<file path="src/core/adccfg_pkg.sv">
// Package for the converter configuration port: register map, field positions and codes.
// Assumes a 125 MHz system clock on both ends.
`default_nettype none
package adccfg_pkg;
  localparam int WORD_BITS = 16;
  localparam int ADDR_BITS = 5;
  localparam int DATA_BITS = 11;
  localparam logic [4:0] REG_CTRL = 5'h00;
  localparam logic [4:0] REG_TEST = 5'h0A;
  localparam logic [4:0] REG_IFACE = 5'h0D;
  localparam int CTRL_SWRST = 10;
  localparam int CTRL_REF = 6;
  localparam int CTRL_PDB = 3;
  localparam int CTRL_PDA = 2;
  localparam int CTRL_PDG = 0;
  localparam int TEST_PAT_LO = 5;
  localparam int IFACE_OVRD = 10;
  localparam int IFACE_GAIN = 5;
  localparam logic [10:0] RESET_VALUE = 11'h000;
  // Register write settles about 100 ns after the 16th falling edge.
  localparam int SETTLE_NS = 100;
  localparam int SYS_PERIOD_NS = 8;
  localparam int SETTLE_CYC = SETTLE_NS / SYS_PERIOD_NS;
  localparam logic [3:0] SETTLE_CNT = 4'(SETTLE_CYC);
  // Hardware reset wider than 10 ns must be caught: at least two sys_clk samples.
  localparam int HWRST_NS = 10;
  localparam int HWRST_CYC = (HWRST_NS + SYS_PERIOD_NS - 1) / SYS_PERIOD_NS;
  // Host serial clock divider: reload of 4 gives a half period of 5 sys_clk, 12.5 MHz, under 20 MHz.
  localparam logic [2:0] SCLK_HALF = 3'h4;
  // Strap level codes from the comparator front end.
  localparam logic [1:0] LVL_GND = 2'h0;
  localparam logic [1:0] LVL_3_8 = 2'h1;
  localparam logic [1:0] LVL_5_8 = 2'h2;
  localparam logic [1:0] LVL_FULL = 2'h3;
  typedef enum logic [2:0] {PAT_NORMAL, PAT_SYNC, PAT_DESKEW, PAT_OTHER} adccfg_pat_t;
endpackage : adccfg_pkg
`default_nettype wire

</file>
<file path="src/core/adccfg_if.sv">
// Serial configuration link between host and converter.
// Assumes both ends run on the same sys_clk; sclk is only sampled as data by the device.
`default_nettype none
interface adccfg_if;
  logic serial_enable_n;
  logic sclk;
  logic serial_in_bit;
  logic hw_reset;
  modport host (output serial_enable_n, output sclk, output serial_in_bit, output hw_reset);
  modport dev (input serial_enable_n, input sclk, input serial_in_bit, input hw_reset);
endinterface : adccfg_if
`default_nettype wire

</file>
<file path="src/core/adccfg_sync.sv">
// Two-flop synchroniser for a bundle of pin levels.
// Assumes the inputs are asynchronous to sys_clk.
`default_nettype none
module adccfg_sync #(
  parameter int W = 1
) (
  // Clock and reset
  input  wire logic         sys_clk,
  input  wire logic         rst_n,
  // Pins in, synchronised out
  input  wire logic [W-1:0] pin_in,
  output logic      [W-1:0] pin_sync
);
  typedef struct packed {
    logic [W-1:0] meta;
    logic [W-1:0] sync;
  } adccfg_sync_st_t;
  adccfg_sync_st_t st_ff;
  adccfg_sync_st_t nxt_st;
  always_comb begin
    nxt_st.meta = pin_in;
    nxt_st.sync = st_ff.meta;
  end
  always_ff @(posedge sys_clk or negedge rst_n) begin
    if (!rst_n) begin
      st_ff <= '0;
    end else begin
      st_ff <= nxt_st;
    end
  end
  assign pin_sync = st_ff.sync;
endmodule : adccfg_sync
`default_nettype wire

</file>
<file path="src/core/adccfg_dev.sv">
// Converter end: serial register port, strap decode and pin/register priority.
// Assumes link pins and straps are asynchronous; they pass adccfg_sync before use.
//
// The register offsets and the strobed register port were decided locally.
`default_nettype none
module adccfg_dev (
  // Clock and reset
  input  wire logic       sys_clk,
  input  wire logic       rst_n,
  // Serial link
  adccfg_if.dev           link,
  // Mode: high when the three pins serve as a serial port
  input  wire logic       serial_mode,
  // Level codes for the enable pin in parallel mode and the straps
  input  wire logic [1:0] enable_level,
  input  wire logic [1:0] wire_count_strap,
  input  wire logic [1:0] serialize_edge_strap,
  input  wire logic [1:0] bit_order_format_strap,
  input  wire logic       chan_a_powerdown_strap,
  input  wire logic       chan_b_powerdown_strap,
  // Controlled functions
  output logic            chan_a_pd,
  output logic            chan_b_pd,
  output logic            global_pd,
  output logic            coarse_gain_on,
  output logic            internal_ref,
  output logic [2:0]      pattern_sel,
  output logic            ddr_clock,
  output logic            two_wire,
  output logic            ser_16x,
  output logic            capture_rising,
  output logic            lsb_first,
  output logic            offset_binary
);
  typedef struct packed {
    logic        sclk_d;
    logic [3:0]  bit_cnt;
    logic [14:0] shift;
    logic [10:0] ctrl;
    logic [10:0] test;
    logic [10:0] iface;
    logic        pend;
    logic [4:0]  pend_addr;
    logic [10:0] pend_data;
    logic [3:0]  settle;
    logic [2:0]  hw_cnt;
    logic [22:0] outs;
  } adccfg_dev_st_t;
  adccfg_dev_st_t st_ff;
  adccfg_dev_st_t nxt_st;

  logic [3:0] lnk;
  logic [9:0] straps;
  logic       sen_n;
  logic       sck;
  logic       sdi;
  logic       hwr;
  logic       mode_s;

  // Link pins oversampled, so a clock held at least two sys_clk periods in each phase works
  adccfg_sync #(.W(4)) u_link_sync (
    .sys_clk  (sys_clk),
    .rst_n    (rst_n),
    .pin_in   ({link.serial_enable_n, link.sclk, link.serial_in_bit, link.hw_reset}),
    .pin_sync (lnk)
  );
  adccfg_sync #(.W(10)) u_strap_sync (
    .sys_clk  (sys_clk),
    .rst_n    (rst_n),
    .pin_in   ({enable_level, wire_count_strap, serialize_edge_strap,
                bit_order_format_strap, chan_a_powerdown_strap, chan_b_powerdown_strap}),
    .pin_sync (straps)
  );
  adccfg_sync #(.W(1)) u_mode_sync (
    .sys_clk  (sys_clk),
    .rst_n    (rst_n),
    .pin_in   (serial_mode),
    .pin_sync (mode_s)
  );
  assign sen_n = lnk[3];
  assign sck   = lnk[2];
  assign sdi   = lnk[1];
  assign hwr   = lnk[0];

  logic       fall;
  logic [1:0] s_en;
  logic [1:0] s_wc;
  logic [1:0] s_se;
  logic [1:0] s_fmt;
  logic       sel_reg;
  logic [1:0] par_pins;
  logic [22:0] o;

  always_comb begin
    nxt_st = st_ff;
    {s_en, s_wc, s_se, s_fmt} = straps[9:2];
    fall = st_ff.sclk_d & ~sck;
    nxt_st.sclk_d = sck;
    // Settle delay before a write lands
    // A word completing in this same cycle reloads the pending slot below, so it is not lost.
    if (st_ff.pend) begin
      if (st_ff.settle != 4'h0) begin
        nxt_st.settle = st_ff.settle - 4'h1;
      end else begin
        nxt_st.pend = 1'b0;
        if (st_ff.pend_addr == adccfg_pkg::REG_CTRL) begin
          nxt_st.ctrl = st_ff.pend_data;
        end else if (st_ff.pend_addr == adccfg_pkg::REG_TEST) begin
          nxt_st.test = st_ff.pend_data;
        end else if (st_ff.pend_addr == adccfg_pkg::REG_IFACE) begin
          nxt_st.iface = st_ff.pend_data;
        end
        // Software reset clears all, bit included
        if (st_ff.pend_addr == adccfg_pkg::REG_CTRL &&
            st_ff.pend_data[adccfg_pkg::CTRL_SWRST]) begin
          nxt_st.ctrl = adccfg_pkg::RESET_VALUE;
          nxt_st.test = adccfg_pkg::RESET_VALUE;
          nxt_st.iface = adccfg_pkg::RESET_VALUE;
        end
      end
    end
    if (sen_n) begin
      nxt_st.bit_cnt = 4'h0;
    end else if (fall) begin
      nxt_st.shift = {st_ff.shift[13:0], sdi};
      nxt_st.bit_cnt = st_ff.bit_cnt + 4'h1;
      if (st_ff.bit_cnt == 4'hF) begin
        nxt_st.pend = 1'b1;
        nxt_st.pend_addr = st_ff.shift[14:10];
        nxt_st.pend_data = {st_ff.shift[9:0], sdi};
        nxt_st.settle = adccfg_pkg::SETTLE_CNT;
      end
    end
    // Hardware reset pulse, seen on two samples
    if (hwr) begin
      nxt_st.hw_cnt = (st_ff.hw_cnt == 3'h7) ? st_ff.hw_cnt : st_ff.hw_cnt + 3'h1;
    end else begin
      nxt_st.hw_cnt = 3'h0;
    end
    if (hwr && 32'(st_ff.hw_cnt) + 1 >= adccfg_pkg::HWRST_CYC) begin
      nxt_st.ctrl = adccfg_pkg::RESET_VALUE;
      nxt_st.test = adccfg_pkg::RESET_VALUE;
      nxt_st.iface = adccfg_pkg::RESET_VALUE;
      nxt_st.pend = 1'b0;
    end

    sel_reg = st_ff.iface[adccfg_pkg::IFACE_OVRD];
    o = '0;
    o[22] = straps[1] | st_ff.ctrl[adccfg_pkg::CTRL_PDA];
    o[21] = straps[0] | st_ff.ctrl[adccfg_pkg::CTRL_PDB];
    par_pins = {sck, sdi};
    if (mode_s) begin
      o[20] = st_ff.ctrl[adccfg_pkg::CTRL_PDG];
      o[19] = sel_reg & st_ff.iface[adccfg_pkg::IFACE_GAIN];
      o[18] = st_ff.ctrl[adccfg_pkg::CTRL_REF];
      o[17:15] = st_ff.test[adccfg_pkg::TEST_PAT_LO +: 3];
    end else begin
      o[20] = (par_pins == 2'b10);
      o[17:15] = (par_pins == 2'b01) ? adccfg_pkg::PAT_SYNC :
                 (par_pins == 2'b11) ? adccfg_pkg::PAT_DESKEW : adccfg_pkg::PAT_NORMAL;
      o[19] = (s_en == adccfg_pkg::LVL_3_8) || (s_en == adccfg_pkg::LVL_5_8);
      o[18] = (s_en == adccfg_pkg::LVL_5_8) || (s_en == adccfg_pkg::LVL_FULL);
    end
    if (sel_reg) begin
      o[14:0] = {st_ff.iface[1], st_ff.iface[0], st_ff.iface[2], st_ff.iface[4],
                 st_ff.iface[6], st_ff.iface[9:0] & 10'h000};
    end else begin
      o[14] = (s_wc != adccfg_pkg::LVL_5_8);
      o[13] = (s_wc == adccfg_pkg::LVL_5_8) || (s_wc == adccfg_pkg::LVL_FULL);
      o[12] = (s_se == adccfg_pkg::LVL_3_8) || (s_se == adccfg_pkg::LVL_5_8);
      o[11] = (s_se == adccfg_pkg::LVL_5_8) || (s_se == adccfg_pkg::LVL_FULL);
      o[10] = (s_fmt == adccfg_pkg::LVL_5_8) || (s_fmt == adccfg_pkg::LVL_FULL);
      o[9]  = (s_fmt == adccfg_pkg::LVL_3_8) || (s_fmt == adccfg_pkg::LVL_5_8);
    end
    if (sel_reg) begin
      o[9] = 1'b0;
    end
    nxt_st.outs = o;
  end

  always_ff @(posedge sys_clk or negedge rst_n) begin
    if (!rst_n) begin
      st_ff <= '0;
    end else begin
      st_ff <= nxt_st;
    end
  end

  assign chan_a_pd      = st_ff.outs[22];
  assign chan_b_pd      = st_ff.outs[21];
  assign global_pd      = st_ff.outs[20];
  assign coarse_gain_on = st_ff.outs[19];
  assign internal_ref   = st_ff.outs[18];
  assign pattern_sel    = st_ff.outs[17:15];
  assign ddr_clock      = st_ff.outs[14];
  assign two_wire       = st_ff.outs[13];
  assign ser_16x        = st_ff.outs[12];
  assign capture_rising = st_ff.outs[11];
  assign lsb_first      = st_ff.outs[10];
  assign offset_binary  = st_ff.outs[9];
endmodule : adccfg_dev
`default_nettype wire

</file>
<file path="src/flat_wrapper.sv">
// flat-port wrapper written by rule: the top's interface ports become plain ports
module adccfg_dev_flat 
  (sys_clk, rst_n, serial_mode, enable_level, wire_count_strap, serialize_edge_strap, bit_order_format_strap, chan_a_powerdown_strap, chan_b_powerdown_strap, chan_a_pd, chan_b_pd, global_pd, coarse_gain_on, internal_ref, pattern_sel, ddr_clock, two_wire, ser_16x, capture_rising, lsb_first, offset_binary, link_serial_enable_n, link_sclk, link_serial_in_bit, link_hw_reset);
  adccfg_if link_i ();
  input  wire logic sys_clk;
  input  wire logic rst_n;
  input  wire logic serial_mode;
  input  wire logic [1:0] enable_level;
  input  wire logic [1:0] wire_count_strap;
  input  wire logic [1:0] serialize_edge_strap;
  input  wire logic [1:0] bit_order_format_strap;
  input  wire logic chan_a_powerdown_strap;
  input  wire logic chan_b_powerdown_strap;
  output logic chan_a_pd;
  output logic chan_b_pd;
  output logic global_pd;
  output logic coarse_gain_on;
  output logic internal_ref;
  output logic [2:0] pattern_sel;
  output logic ddr_clock;
  output logic two_wire;
  output logic ser_16x;
  output logic capture_rising;
  output logic lsb_first;
  output logic offset_binary;
  input wire logic [$bits(link_i.serial_enable_n)-1:0] link_serial_enable_n;
  input wire logic [$bits(link_i.sclk)-1:0] link_sclk;
  input wire logic [$bits(link_i.serial_in_bit)-1:0] link_serial_in_bit;
  input wire logic [$bits(link_i.hw_reset)-1:0] link_hw_reset;
  assign link_i.serial_enable_n = link_serial_enable_n;
  assign link_i.sclk = link_sclk;
  assign link_i.serial_in_bit = link_serial_in_bit;
  assign link_i.hw_reset = link_hw_reset;
  adccfg_dev u_core (.sys_clk(sys_clk), .rst_n(rst_n), .link(link_i), .serial_mode(serial_mode), .enable_level(enable_level), .wire_count_strap(wire_count_strap), .serialize_edge_strap(serialize_edge_strap), .bit_order_format_strap(bit_order_format_strap), .chan_a_powerdown_strap(chan_a_powerdown_strap), .chan_b_powerdown_strap(chan_b_powerdown_strap), .chan_a_pd(chan_a_pd), .chan_b_pd(chan_b_pd), .global_pd(global_pd), .coarse_gain_on(coarse_gain_on), .internal_ref(internal_ref), .pattern_sel(pattern_sel), .ddr_clock(ddr_clock), .two_wire(two_wire), .ser_16x(ser_16x), .capture_rising(capture_rising), .lsb_first(lsb_first), .offset_binary(offset_binary));
endmodule
</file>
<file path="config.mk">
export PLATFORM = sky130hd
export DESIGN_NAME = adccfg_dev_flat
export DESIGN_NICKNAME = d
export VERILOG_FILES = /design/src/core/adccfg_pkg.sv /design/src/core/adccfg_if.sv /design/src/core/adccfg_sync.sv /design/src/core/adccfg_dev.sv /design/src/flat_wrapper.sv
export SDC_FILE = /design/constraint.sdc
export NUM_CORES = 1
export LEC_CHECK = 0
export ABC_AREA = 0
export BUFFER_PORTS_ARGS = -buffer_cell sky130_fd_sc_hd__buf_2
export CAP_MARGIN = 0
export CORE_MARGIN = 2
export CORE_UTILIZATION = 55
export CTS_BUF_LIST = sky130_fd_sc_hd__clkbuf_4 sky130_fd_sc_hd__clkbuf_8
export DETAILED_ROUTE_END_ITERATION = 10
export MAX_ROUTING_LAYER = met4
export PLACE_DENSITY = 0.77
export SLEW_MARGIN = 0
export SYNTH_ARGS = -nofsm -noshare
export SYNTH_HDL_FRONTEND = slang
export SYNTH_HIERARCHICAL = 1
export SYNTH_SLANG_ARGS = --single-unit
</file>
<file path="constraint.sdc">
create_clock -name sys_clk -period 1.9 [get_ports sys_clk]
set_input_delay 0.285 -clock sys_clk [delete_from_list [all_inputs] [get_ports sys_clk]]
set_output_delay 0.285 -clock sys_clk [all_outputs]
set_load 0.01 [all_outputs]
</file>
Word level (Yosys, flattened, before mapping)
Index checks and enable logic that the tools add are counted.
- register bits: 114
- output and inout port bits: 14
- word-level logic and storage cells: 96
- bits of input ports: 17
- add/sub/neg operators: 4
- eq/ne operators: 23
- mux-type cells: 23
- bitwise operators: 6
- reduce and logical (&&, ||, !) cells: 21
- magnitude comparators: 1
- operators with widths (cell ; number):
    $mux 30 ; 3
    $mux 21 ; 3
    $mux 11 ; 3
    $ge 32x2->1 const B ; 1
    $mux 29 ; 1
    $mux 22 ; 1
    $eq 2x2->1 const B ; 10
    $mux 19 ; 1
    $mux 4 ; 3
    $mux 6 ; 2
    $eq 5x4->1 const B ; 2
    $mux 3 ; 3
    $reduce_bool 3->1 ; 3
    $eq 2x1->1 const B ; 4
    $logic_or 1x1->1 ; 7
    $mux 7 ; 1
    $ne 2x2->1 const B ; 3
    $ne 3x3->1 const B ; 2
    $reduce_and 3->1 ; 2
    $logic_not 5->1 ; 1
    $reduce_and 5->1 ; 1
    $add 3x1->4 const B ; 1
    $add 4x1->4 const B ; 1
    $eq 4x4->1 const B ; 1
    13 further kinds ; 18

Logic depth before layout (Yosys ltp)
- depth in word-level cells: 11
- depth in mapped cells: 6
- mapped depth without buffers: 6

Cells and area by module
Netlist, hierarchy kept.
- modules (own cells, without submodules) (module ; times used ; sequential area each (µm²) ; area an instance (µm²) ; cells an instance):
    adccfg_dev ; 1 ; 1751.7 ; 3034.2 ; 279
    adccfg_sync (u_core.u_strap_sync) ; 1 ; 500.5 ; 500.5 ; 20
    adccfg_sync (u_core.u_link_sync) ; 1 ; 200.2 ; 200.2 ; 8
    adccfg_sync (u_core.u_mode_sync) ; 1 ; 50.0 ; 50.0 ; 2

Worst setup path before layout
No wires, ideal clock.
- path kind: reg-to-reg
- start: reg u_core/st_ff[42] (netlist bit)
- end: reg u_core/st_ff[47] (netlist bit)
- data arrival time: 1.658 ns
- period minus slack after synthesis: 1.799 ns
- library setup time: 0.141 ns
- required time: 1.759 ns
- stages on the path, launching flop included: 6
- buffers on the path: 1
- path slack: 0.101 ns
- cell sequence: dfrtp_1 or4_1 or3b_1 buf_2 nand3_1 a21oi_1
- longest elaborated chain between the ends: 6
- elaborated cells between the ends (all ways): 12
- classes of those cells: 4 x eq/ne; 4 x mux; 4 x reduce/logical
- ends and longest elaborated chain (what ; line ; text):
    from (decl) ; adccfg_dev.sv:49 ; adccfg_dev_st_t st_ff;
    from (signal assigned) ; adccfg_dev.sv:185 ; st_ff <= nxt_st;
    $logic_not 5->1 ; adccfg_dev.sv:106, adccfg_dev.sv:114 ;
    $logic_and 1x1->1 ; adccfg_dev.sv:114 ; if (st_ff.pend_addr == adccfg_pkg::REG_CTRL &&
    $mux 29 ; adccfg_dev.sv:114 ;
    $mux 30 ; adccfg_dev.sv:102 ; if (st_ff.settle != 4'h0) begin
    $mux 30 ; adccfg_dev.sv:101 ; if (st_ff.pend) begin
    $mux 30 ; adccfg_dev.sv:140 ; if (hwr && 32'(st_ff.hw_cnt) + 1 >= adccfg_pkg::HWRST_CYC) begin
Parallel ways exist; a longest one is shown, timed or not. The select of a mux whose other input is x is not followed.
A chain may end at the register's enable or synchronous reset.

Final worst setup path
- start: reg u_core/st_ff[44] (netlist bit)
- end: reg u_core/st_ff[49] (netlist bit)
The elaborated chain is that of the path after synthesis.

==> reports/metrics.yaml <==
timing:
  setup_viol: 0
  tightest_slew_ps: 522
  fmax_mhz: 544
  finClkSkew_ps: 5.76
  finalMaxSlewViolations: 0
  fin_crit_ps: 1840
  min_period_over_period_pct: 96.7
  hold_violations: 0
  timing.slew.headroom_pct: 64.9
  fin_ws_ps: 63.4
status:
  status: "complete, no violations"
route:
  via_count: 2309
  wl_per_cell_um: 13.9
  drtPass1Iterations: 4
  ant_nets: 0
  drt_first_iter_violations: 71
  wl_mm: 6.11
  routed_via_density: 5.27
  drc: 0
power:
  p_leak_nw: 2.07
  ir_drop_uv: 511
  power.density_mw_per_mm2: 889
final_layout:
  largest_reg_flops: 55
  multi_input_area_mm2: 0.00120
  layout-drive-gt1-share_pct: 24.0
  num-nets-final: 381
  final_cell_mix: "100 x dfrtp_1, 61 x nand2_1, 29 x buf_2"
  antennaDiodeCount: 0
  final_common_cell: "dfrtp_1"
  fillers: 524
  seq_area_mm2: 0.00250
  regMostFlops: "u_core/st_ff"
  syn_to_final_growth_pct: 13.6
  post-route-util_pct: 64.0
yosys:
  ys_ff_latch: 100
  synth_top_family_by_area: "simple AND/OR/NAND/NOR gates"
  seq_area_frac_synth_pct: 66.1
  synth-edff-count: 0
  avgSynthCellArea_um2: 12.2
  ys_types: 41
  netlist.area_leader.share_pct: 66.1
  synth_area_mm2: 0.00378
  async_reset_ff_share_pct: 100
  ys_warn_count: 6
  synth_simple_gate_area_share_pct: 15.1
  synth_area_leaders: "dfrtp_1 66%, nand2_1 6.0%, mux2_2 4.8%"
  muxShareOfSynthArea_pct: 5.29
  synth-adder-area-share_pct: 3.64
  syn_inst: 309
  dominantRegCellSynth: "dfrtp_1"
  synth_nets: 337
  synth_compound_area_share_pct: 6.21
  synth_top_cell_by_area: "dfrtp_1"
  synthXorXnorAreaFrac_pct: 1.16
clock_network:
  numCtsBuffers: 9
  cts_root_buf: "clkbuf_8"
  htree_num_levels: 3
  cts.sink_count: 100
  cts.clk_slew.worst_paths_ps: 90
  cts_tree: "done"
  clock_latency_ps: 350
  clk_path_buf_depth: 2
worst_setup_path:
  required_ps: 2180
  critPathArrivalTime_ps: 2120
  end_kind: "flop"
  startpoint_type: "flop"
  path_class: "reg2reg"
  cp_max_fo: 6
placed_design:
  dp_worst_setup_slack_ps: 36.1
  dp_hpwl_mm: 4.23
  place_congestion: 0.780
  port_buffers: 30
grt:
  overflow: 0
  grt_max_degree: 48
  grt.total_usage_pct: 18.4
  grt_pass1_wl_mm: 10.3
  grt_pass1_vias: 2268
  antenna_found_initial: 0
min_path:
  min_path_type: "in2reg"
floorplanning:
  ios: 31
  core_mm2: 0.00672
  start_util_pct: 56.3
  die-area_mm2: 0.00756
  dieWidth_um: 87.0
  rows: 30
  die_h_um: 87.0
job:
  drv_cap: 0
==> worst max-delay path, cell delays in order, from the launching register on <==
cell	delay (ps)
dfrtp_1	430
or4b_4	560
a2111oi_4	340
buf_4	200
nand3_1	80
a21oi_1	150
==> Yosys cell counts (2+ instances only) <==
library cell    n
nand3b_1        4
a2111o_1        2
buf_4           3
mux2_2         16
nand2_1        61
buf_2           2
xor2_1          3
nor3b_1         2
a21oi_1        17
inv_1           9
or2_2           3
clkbuf_1        7
nand3_1        12
or3b_1          2
mux2i_1         2
xnor2_1         2
nand4_1         2
nor2_1         18
nand2b_1        5
dfrtp_1       100
ha_1           11
o21ai_0         7
==> final cells by class <==
type                            instances  area share (%)
Clock buffer                           13            3.73
Clock inverter                          3           0.524
Inverter                                9           0.786
Multi-Input combinational cell        188            27.9
Sequential cell                       100            58.2
Tap cell                               80            2.33
Timing Repair Buffer                   45            6.52
==> per-stage QoR <==
stage | hold slack [ps] | area [µm²] | total power [W] | instances | TNS [ps]
floorplan | -10.6 | 3780 | 0.00251 | 309 | 0
global placement | 250 | 4080 | 0.00263 | 419 | 0
detailed placement | 259 | 4080 | 0.00264 | 419 | 0
CTS | 13.8 | 4270 | 0.00386 | 436 | 0
global route | 8.25 | 4300 | 0.00399 | 438 | -93.8
finish | 28.9 | 4300 | 0.00382 | 438 | 0
==> per-layer routing <==
layer	up-vias	wire length [µm]	track usage [%]	part of all wire, %
li1	1116	-	-	-
met1	1146	2690	21.7	44
met2	39	3120	29.8	51
met3	8	208	5.31	3.4
met4	0	92	7.67	1.5
met5	-	0	-	0
==> cells by family after synthesis <==
family | count (synthesis)
adders and majority gates | 11
buffers and inverters | 21
and+or+nand+nor | 119
xor gates and xnor gates | 5
DFF | 100
AOI/OAI and AO/OA | 35
muxes | 18
==> where the power goes <==
group / internal, W / switching, W
clock network: 0.000556 / 0.000665
logic: 0.000125 / 0.000125
registers: 0.00226 / 0.0000867
==> repair_timing <==
item                                   in CTS  in global routing
hold buffers                                1                  0
resized for setup                           0                  2
endpoints found under the hold margin      32                  0
setup endpoints to repair                   0                  6
buffers inserted                            0                  2
==> path summary, 6_finish.rpt <==
check / from / endpoint / slack (ps) / depth (start not counted)
setup / recovery: u_core/st_ff[44] / u_core/st_ff[49] / 60 / 5
hold / removal: link_serial_enable_n / u_core/u_link_sync/nxt_st[3] / 30 / 1
setup reg to reg: u_core/st_ff[44] / u_core/st_ff[49] / 60 / 5
hold reg to reg: u_core/u_strap_sync/nxt_st[8] / u_core/u_strap_sync/pin_sync[8] / 360 / 0
max in group asynchronous: rst_n / u_core/u_strap_sync/pin_sync[9] / 850 / 3
min in group asynchronous: rst_n / u_core/st_ff[23] / 420 / 2
Power figures use the tool's default switching activity.
